--- config.mk ---
export PLATFORM = sky130hd
export DESIGN_NAME = rcl_top
export DESIGN_NICKNAME = d
export VERILOG_FILES = /design/src/inc/rcl_pkg.sv /design/src/logic/rcl_top.sv /design/src/logic/rcl_sync.sv
export SDC_FILE = /design/constraint.sdc
export NUM_CORES = 1
export LEC_CHECK = 0
export ABC_AREA = 1
export BUFFER_PORTS_ARGS = -buffer_cell sky130_fd_sc_hd__buf_2
export CORE_MARGIN = 1
export CORE_UTILIZATION = 55
export DETAILED_ROUTE_END_ITERATION = 10
export MAX_ROUTING_LAYER = met4
export PLACE_DENSITY = 0.86
export SYNTH_ARGS = -nofsm -noshare
export SYNTH_HDL_FRONTEND = slang
export SYNTH_SLANG_ARGS = --single-unit
export TNS_END_PERCENT = 30
--- constraint.sdc ---
create_clock -name pclk -period 2.1 [get_ports pclk]
set_input_delay 0.21 -clock pclk [delete_from_list [all_inputs] [get_ports pclk]]
set_output_delay 0.21 -clock pclk [all_outputs]
set_load 0.01 [all_outputs]
--- src/inc/rcl_pkg.sv ---
// Package for the reset-cause recorder and configuration lock.
// Assumes a 32-bit APB slave with byte offsets as listed.
package rcl_pkg;
	localparam logic [11:0] RCL_CTRL_OFS = 12'h000;
	localparam logic [11:0] RCL_CAUSE_OFS = 12'h004;
	localparam logic [11:0] RCL_CMD_OFS = 12'h008;
	localparam logic [11:0] RCL_EXT_OFS = 12'h00C;
	localparam logic [11:0] RCL_LOCK_OFS = 12'h010;
	localparam logic [11:0] RCL_IRQ_STAT_OFS = 12'h020;
	localparam logic [11:0] RCL_IRQ_MASK_OFS = 12'h024;
	localparam int RCL_SHUTOFF_BIT = 16;
	localparam int RCL_WDOG_BIT = 11;
	localparam int RCL_PIN_BIT = 8;
	localparam int RCL_POR_BIT = 0;
	localparam int RCL_CLEAR_BIT = 0;
	localparam int RCL_LOCKED_BIT = 0;
	localparam int RCL_NSRC = 4;
	localparam logic [15:0] RCL_UNLOCK_CODE = 16'hE084;
	localparam logic [31:0] RCL_CTRL_RST = 32'h0000_0204;
	localparam logic [31:0] RCL_CTRL_WMASK = 32'h0300_7777;
	localparam logic [31:0] RCL_EXT_RST = 32'h0000_0000;
	localparam logic [31:0] RCL_CAUSE_MASK = 32'h0001_0901;
	localparam logic [RCL_NSRC-1:0] RCL_IRQ_RST = 4'h0;
endpackage

--- src/logic/rcl_top.sv ---
// Reset-cause recorder and configuration lock, APB slave.
// Assumes cause event inputs are asynchronous levels, one per reset source.
//
// The implementer's own choice: register access over APB.
`timescale 1ns/1ns
module rcl_top
	import rcl_pkg::*;
(
	input wire logic pclk,
	input wire logic presetn,
	input wire logic ce,
	input wire logic psel,
	input wire logic penable,
	input wire logic pwrite,
	input wire logic [11:0] paddr,
	input wire logic [31:0] pwdata,
	output logic [31:0] prdata,
	output logic pready,
	output logic pslverr,
	input wire logic shutoff_mode_cause,
	input wire logic watchdog_cause,
	input wire logic pin_cause,
	input wire logic power_on_cause,
	output logic [31:0] reset_control,
	output logic [31:0] reset_control_extension,
	output logic irq
);
	logic [RCL_NSRC-1:0] ev_async;
	logic [RCL_NSRC-1:0] ev_sync;
	logic [RCL_NSRC-1:0] ev_prev_r;
	logic [RCL_NSRC-1:0] ev_rise;
	logic [31:0] cause_r;
	logic [31:0] cause_set;
	logic locked_r;
	logic [RCL_NSRC-1:0] irq_stat_r;
	logic [RCL_NSRC-1:0] irq_mask_r;
	logic wr_en;
	logic rd_en;
	logic addr_ok;
	logic cause_clr;
	logic [31:0] rdata_nxt;

	assign ev_async = {shutoff_mode_cause, watchdog_cause, pin_cause, power_on_cause};

	rcl_sync #(.W(RCL_NSRC)) u_sync (
		.pclk(pclk),
		.presetn(presetn),
		.ce(ce),
		.async_in(ev_async),
		.sync_out(ev_sync)
	);

	// Edge detect after synchronisation
	always_ff @(posedge pclk or negedge presetn) begin
		if (!presetn) begin
			ev_prev_r <= '0;
		end else if (ce) begin
			ev_prev_r <= ev_sync;
		end
	end
	assign ev_rise = ev_sync & ~ev_prev_r;

	assign wr_en = ce & psel & penable & pwrite;
	assign rd_en = ce & psel & penable & ~pwrite;
	assign pready = 1'b1;
	assign pslverr = 1'b0;

	always_comb begin
		addr_ok = 1'b1;
		if (paddr == RCL_CTRL_OFS) begin
			addr_ok = 1'b1;
		end else if (paddr == RCL_CAUSE_OFS) begin
			addr_ok = 1'b1;
		end else if (paddr == RCL_CMD_OFS) begin
			addr_ok = 1'b1;
		end else if (paddr == RCL_EXT_OFS) begin
			addr_ok = 1'b1;
		end else if (paddr == RCL_LOCK_OFS) begin
			addr_ok = 1'b1;
		end else if (paddr == RCL_IRQ_STAT_OFS) begin
			addr_ok = 1'b1;
		end else if (paddr == RCL_IRQ_MASK_OFS) begin
			addr_ok = 1'b1;
		end else begin
			addr_ok = 1'b0;
		end
	end

	assign cause_clr = wr_en && paddr == RCL_CMD_OFS && pwdata[RCL_CLEAR_BIT];

	always_comb begin
		cause_set = '0;
		cause_set[RCL_SHUTOFF_BIT] = ev_rise[3];
		cause_set[RCL_WDOG_BIT] = ev_rise[2];
		cause_set[RCL_PIN_BIT] = ev_rise[1];
		cause_set[RCL_POR_BIT] = ev_rise[0];
	end

	// Sticky cause flags; a new event wins over a clear in the same cycle
	always_ff @(posedge pclk or negedge presetn) begin
		if (!presetn) begin
			cause_r <= '0;
		end else if (ce) begin
			cause_r <= ((cause_clr ? 32'h0000_0000 : cause_r) | cause_set) & RCL_CAUSE_MASK;
		end
	end

	// Lock key: unlock code opens, anything else closes
	always_ff @(posedge pclk or negedge presetn) begin
		if (!presetn) begin
			locked_r <= 1'b0;
		end else if (wr_en && paddr == RCL_LOCK_OFS) begin
			locked_r <= (pwdata[15:0] != RCL_UNLOCK_CODE);
		end
	end

	always_ff @(posedge pclk or negedge presetn) begin
		if (!presetn) begin
			reset_control <= RCL_CTRL_RST;
			reset_control_extension <= RCL_EXT_RST;
		end else if (wr_en && !locked_r) begin
			if (paddr == RCL_CTRL_OFS) begin
				reset_control <= pwdata & RCL_CTRL_WMASK;
			end else if (paddr == RCL_EXT_OFS) begin
				reset_control_extension <= pwdata;
			end
		end
	end

	// Interrupt status: set on event, write one to clear, set wins
	always_ff @(posedge pclk or negedge presetn) begin
		if (!presetn) begin
			irq_stat_r <= RCL_IRQ_RST;
		end else if (ce) begin
			if (wr_en && paddr == RCL_IRQ_STAT_OFS) begin
				irq_stat_r <= (irq_stat_r & ~pwdata[RCL_NSRC-1:0]) | ev_rise;
			end else begin
				irq_stat_r <= irq_stat_r | ev_rise;
			end
		end
	end

	always_ff @(posedge pclk or negedge presetn) begin
		if (!presetn) begin
			irq_mask_r <= RCL_IRQ_RST;
		end else if (wr_en && paddr == RCL_IRQ_MASK_OFS) begin
			irq_mask_r <= pwdata[RCL_NSRC-1:0];
		end
	end

	assign irq = |(irq_stat_r & irq_mask_r);

	always_comb begin
		rdata_nxt = 32'h0000_0000;
		if (paddr == RCL_CTRL_OFS) begin
			rdata_nxt = reset_control;
		end else if (paddr == RCL_CAUSE_OFS) begin
			rdata_nxt = cause_r;
		end else if (paddr == RCL_EXT_OFS) begin
			rdata_nxt = reset_control_extension;
		end else if (paddr == RCL_LOCK_OFS) begin
			rdata_nxt[RCL_LOCKED_BIT] = locked_r;
		end else if (paddr == RCL_IRQ_STAT_OFS) begin
			rdata_nxt[RCL_NSRC-1:0] = irq_stat_r;
		end else if (paddr == RCL_IRQ_MASK_OFS) begin
			rdata_nxt[RCL_NSRC-1:0] = irq_mask_r;
		end
	end

	// Read data registered in the setup cycle so it is stable in access
	always_ff @(posedge pclk or negedge presetn) begin
		if (!presetn) begin
			prdata <= 32'h0000_0000;
		end else if (ce && psel && !penable && !pwrite) begin
			prdata <= addr_ok ? rdata_nxt : 32'h0000_0000;
		end
	end
endmodule // rcl_top

--- src/logic/rcl_sync.sv ---
// Two-stage synchroniser for a bundle of asynchronous levels.
// Assumes inputs come from outside the pclk domain.
`timescale 1ns/1ns
module rcl_sync #(
	parameter int W = 4
) (
	input wire logic pclk,
	input wire logic presetn,
	input wire logic ce,
	input wire logic [W-1:0] async_in,
	output logic [W-1:0] sync_out
);
	logic [W-1:0] meta_r;
	always_ff @(posedge pclk or negedge presetn) begin
		if (!presetn) begin
			meta_r <= '0;
			sync_out <= '0;
		end else if (ce) begin
			meta_r <= async_in;
			sync_out <= meta_r;
		end
	end
endmodule // rcl_sync

Word level (Yosys, flattened, before mapping) --
Index checks and enable logic that the tools add are counted.
Operators by class: eq/ne operators 7, multiplexer cells 18, reduce and logical (&&, ||, !) cells 16, bitwise gates (word level) 12
Operators with widths (number):
- 32-bit two-way mux | 3
- 28-bit two-way mux | 1
- 12-bit by 4-bit equality test with 1-bit output (second input constant) | 2
- 12-bit by 6-bit equality test with 1-bit output (second input constant) | 2
- 17-bit two-way mux | 1
- 17-bit OR | 1
- 4-bit two-way mux | 4
- 16-bit inequality test (second input constant) | 1
- 4-bit AND | 3
- 12-bit by 3-bit equality test with 1-bit output (second input constant) | 1
- 12-bit by 5-bit equality test with 1-bit output (second input constant) | 1
- 12-bit logical NOT | 1
- 1-bit logical AND | 9
- 1-bit two-way mux | 8
- 4-bit inverter | 2
- 4-bit OR | 2
- 4-bit OR reduction | 1
- 1-bit AND | 3
- 1-bit logical NOT | 3
- 3-bit two-way mux | 1
- 3-bit AND reduction | 1
- 2-bit AND reduction | 1
- 1-bit inverter | 1
Storage, ports and cells: register bits after elaboration 103, output and inout port bits 99, logic and storage cells 63

Depth between registers and ports, before layout --
depth after elaboration 9, mapped depth 11

Hierarchy --
Synthesis repeated with hierarchy kept, for this count alone.
Second synthesis, totals: cells, all modules 530, area, all modules 4759.6 µm²
Modules (own cells, without submodules):
- rcl_top | cells an instance 496, instances 1, sequential area each 2379.8 µm², area each 4454.3 µm²
- rcl_sync | cells an instance 34, instances 1, sequential area each 200.2 µm², area each 305.3 µm²

Least setup slack after synthesis --
Ideal clock, no wire load.
kind input port to flip-flop, from in paddr[9], to reg reset_control_extension[15], data required time 1975 ps, cell stages on the path 8, path buffers 1, setup time 125 ps, setup slack 726 ps, arrival time 1249 ps, cells stage by stage nor2_1 -> nand2_2 -> nor2_1 -> nand2_1 -> inv_1 -> nand2_2 -> buf_6 -> mux2_4
Between the ends: longest elaborated chain between the ends 3, elaborated cells between the ends (all ways) 4
RTL lines:
- from (decl) | line rcl_top.sv:15 | input wire logic [11:0] paddr,
- 12-bit logical NOT | line rcl_top.sv:122 | if (paddr == RCL_CTRL_OFS) begin
- 1-bit inverter (no source line)
- 3-bit AND reduction (no source line) *
- to (signal assigned) | line rcl_top.sv:125 | reset_control_extension <= pwdata;
- to (decl) | line rcl_top.sv:25 | output logic [31:0] reset_control_extension,
Mark *: on every way between the ends. The rest lies on a longest branch, timed or not. A chain may end at the register's enable or synchronous reset.

Final worst setup path --
from reg irq_stat_r[1], to out irq
Between the ends: longest elaborated chain between the ends 2
RTL lines:
- from (decl) | line rcl_top.sv:35 | logic [RCL_NSRC-1:0] irq_stat_r;
- from (signal assigned) | line rcl_top.sv:136 | irq_stat_r <= (irq_stat_r & ~pwdata[RCL_NSRC-1:0]) | ev_rise;
- from (signal assigned) | line rcl_top.sv:138 | irq_stat_r <= irq_stat_r | ev_rise;
- 4-bit AND | line rcl_top.sv:151 | assign irq = |(irq_stat_r & irq_mask_r);
- 4-bit OR reduction | line rcl_top.sv:151
- to (decl) | line rcl_top.sv:26 | output logic irq
Every way passes these cells.

==> results.ini <==
[timing]
finalSetupTns_ns = 0
setup_slack_ns = 0.737
rsz0062_at_grt = false
timing.fmax_ghz = 0.734
hold_viol = 0
skew_ns = 0.0165
drv_slew = 0
fin_crit_ns = 1.36
setup-violations-final = 0
period_share = 0.649

[synth]
synth_common_cells = nand2_1, dfrtp_1, inv_1
synth_top_area_frac = 0.543
yosysSeqAreaShare = 0.554
syn_area_um2 = 4650
synth_top_cell_by_area = dfrtp_1
ys_ff_latch = 103
synth_edf_count = 0
synth_cell_types = 28
synthArstFlopShare = 1.00
ys.flop_type = dfrtp_1
yosys_warnings = 0
syn_avg_cell_area_um2 = 8.86
netlist_instances = 525
synth_area_leaders = dfrtp_1, nand2_1, mux2_4
yosysMostFrequentCell = nand2_1

[cts]
cts_buffers = 9
root_buffer = clkbuf_8
postCtsSetupBuffers = 0
cts_buffer_depth = 2
cts_resized = 0
path_clk_slew_ns = 0.11
tritoncts = yes
clock_sinks = 103
htreeDepth = 3
clk_latency_ns = 0.37

[global_routing]
gr-usage-met3 = 0.0639
grt_start_max_net_pins = 38
antenna_found_initial = 0
first_global_vias = 3724
grtUsageMet1 = 0.306
overflow = 0
grt_pass1_wl_mm = 17.3
busiest_layer = met2
use_met2 = 0.454
track_usage = 0.263

[worst_setup_path]
crit_path_top_delay_cell = dfrtp_1
max_stage_delay_ns = 0.42
crit_chain = nand2_1, nand4_1, buf_2
path_class = reg2out
cp-end-kind = primary output
cp-start-kind = flip-flop
worstPathArrival_ns = 1.15
cp_max_fo = 3
crit_required_ns = 1.89

[drt]
routed_via_density = 5.10
drt_iter0_drc = 208
ant_nets = 0
firstDrtPassIters = 5
wl_per_cell_um = 14.1
finalWirelength_mm = 10.9
vias = 3914
drc_errors = 0

[power_and_ir_drop]
irDropWorstVdd_v = 0.000344
power_density_nw_per_um2 = 607
p_leak_nw = 3.24

[place]
portBuffers = 132
preCtsSetupSlack_ns = 0.394
placedCellCount = 751
place_congestion = 0.920
hpwlAfterDp_mm = 8.09

[die]
boundaryPins = 153
die_x_um = 94.0
die-height_um = 94.0
fp-row-count = 33
core-area_um2 = 8220
start_util = 0.566
dieArea_um2 = 8830

[layout]
drive_gt1_frac = 0.284
fin_cells = 768
fin_util = 0.675
num_antenna_cells = 0
nNetsFinal = 712
syn2layout_area_growth_pct = 19.2

[hold_path]
worstHoldPathType = in2reg

[status]
status = finished clean

[job]
maxCapViolations = 0

-- metal layers --
metal | vias to the layer above | part of all wire
met4 | 0 | 0.013
met3 | 12 | 0.062
met1 | 1880 | 0.42
met2 | 130 | 0.51
li1 | 1892 | -
met5 | - | 0
-- cell type report --
class                      instances  area (um2)
clock buffer                       9         124
clock inverter                     7        52.6
fill                             700        2670
inverter                          48         180
multi-input combinational        352        1720
sequential                       103        2580
tap                              105         131
timing repair buffer             144         756
-- cells in the final DEF (no fill, tap or decap) --
| cell type | count |
|---|---|
| buf_2 | 131 |
| dlygate4sd3_1 | 1 |
| nor2_1 | 22 |
| nand2_1 | 177 |
| nand4_1 | 8 |
| o22ai_1 | 1 |
| clkinvlp_4 | 1 |
| inv_1 | 46 |
| nand3_1 | 29 |
| o21ai_0 | 40 |
| a22o_1 | 10 |
| inv_2 | 2 |
| nor2_2 | 1 |
| buf_4 | 12 |
| clkbuf_8 | 9 |
| mux2i_1 | 1 |
| nor2_4 | 1 |
| dfrtp_1 | 101 |
| nor4_1 | 1 |
| nor3_1 | 2 |
| dfstp_2 | 2 |
| clkinv_2 | 2 |
| nand2_2 | 5 |
| conb_1 | 20 |
| mux2_4 | 15 |
| inv_6 | 4 |
| nor3_2 | 3 |
| o21ai_1 | 10 |
| a21oi_1 | 6 |
-- kinds of logic (layout without fill, tap and decap cells) --
logic type | Yosys count | count (layout) | synth area share
other cells | 2 | 20 | 0.00161
flops | 103 | 103 | 0.554
simple gates | 249 | 249 | 0.221
mux | 16 | 16 | 0.0506
compound gates | 67 | 67 | 0.0804
buf+inv | 88 | 208 | 0.0922
-- final timing paths --
| kind | start | endpoint | slack [ns] | cells past startpoint |
|---|---|---|---|---|
| worst max-delay path | irq_stat_r[1] | irq | 0.74 | 3 |
| worst min-delay path | shutoff_mode_cause | u_sync.meta_r[3] | 0.05 | 3 |
| worst max register to register | locked_r | reset_control_extension[18] | 0.81 | 4 |
| worst min register to register | prdata[26] | prdata[26] | 0.49 | 2 |
| max in group asynchronous | presetn | reset_control_extension[15] | 1.01 | 3 |
| min in group asynchronous | presetn | prdata[18] | 0.35 | 2 |
-- sequential cells by signal (all words and copies together) (netlist names) --
name / flops
locked_r: 1
prdata: 32
cause_r: 4
reset_control: 14
reset_control_extension: 32
u_sync.sync_out: 4
irq_stat_r: 4
ev_prev_r: 4
irq_mask_r: 4
u_sync.meta_r: 4
-- critical path, delay by kind of cell, from the launching register on --
kind | cells | cell delay, ns
buffers and inverters | 1 | 0.16
DFF | 1 | 0.42
and+or+nand+nor | 2 | 0.20
-- metrics by stage --
stage | hold WS, ns | area (um2) | power, W
after floorplan | -0.0856 | 4720 | 0.00217
after global placement | 0.190 | 5360 | 0.00226
after detailed placement | 0.194 | 5360 | 0.00227
after CTS | 0.0309 | 5550 | 0.00340
after global routing | 0.0340 | 5550 | 0.00352
final | 0.0451 | 5550 | 0.00337
-- repair_timing --
item                                    CTS  global route
endpoints found under the setup margin    0             0
hold buffers                              1             0
hold endpoints to repair                 34             0
-- where the power goes --
part | leakage [nW] | switching, W | internal [W] | total, W
Clock | 0.0908 | 0.000696 | 0.000444 | 0.00114
Combinational | 1.80 | 0.000142 | 0.0000671 | 0.000209
Sequential | 1.35 | 0.0000112 | 0.00201 | 0.00202
Total | 3.24 | 0.000849 | 0.00252 | 0.00337
(Power assumes the default switching activity.)
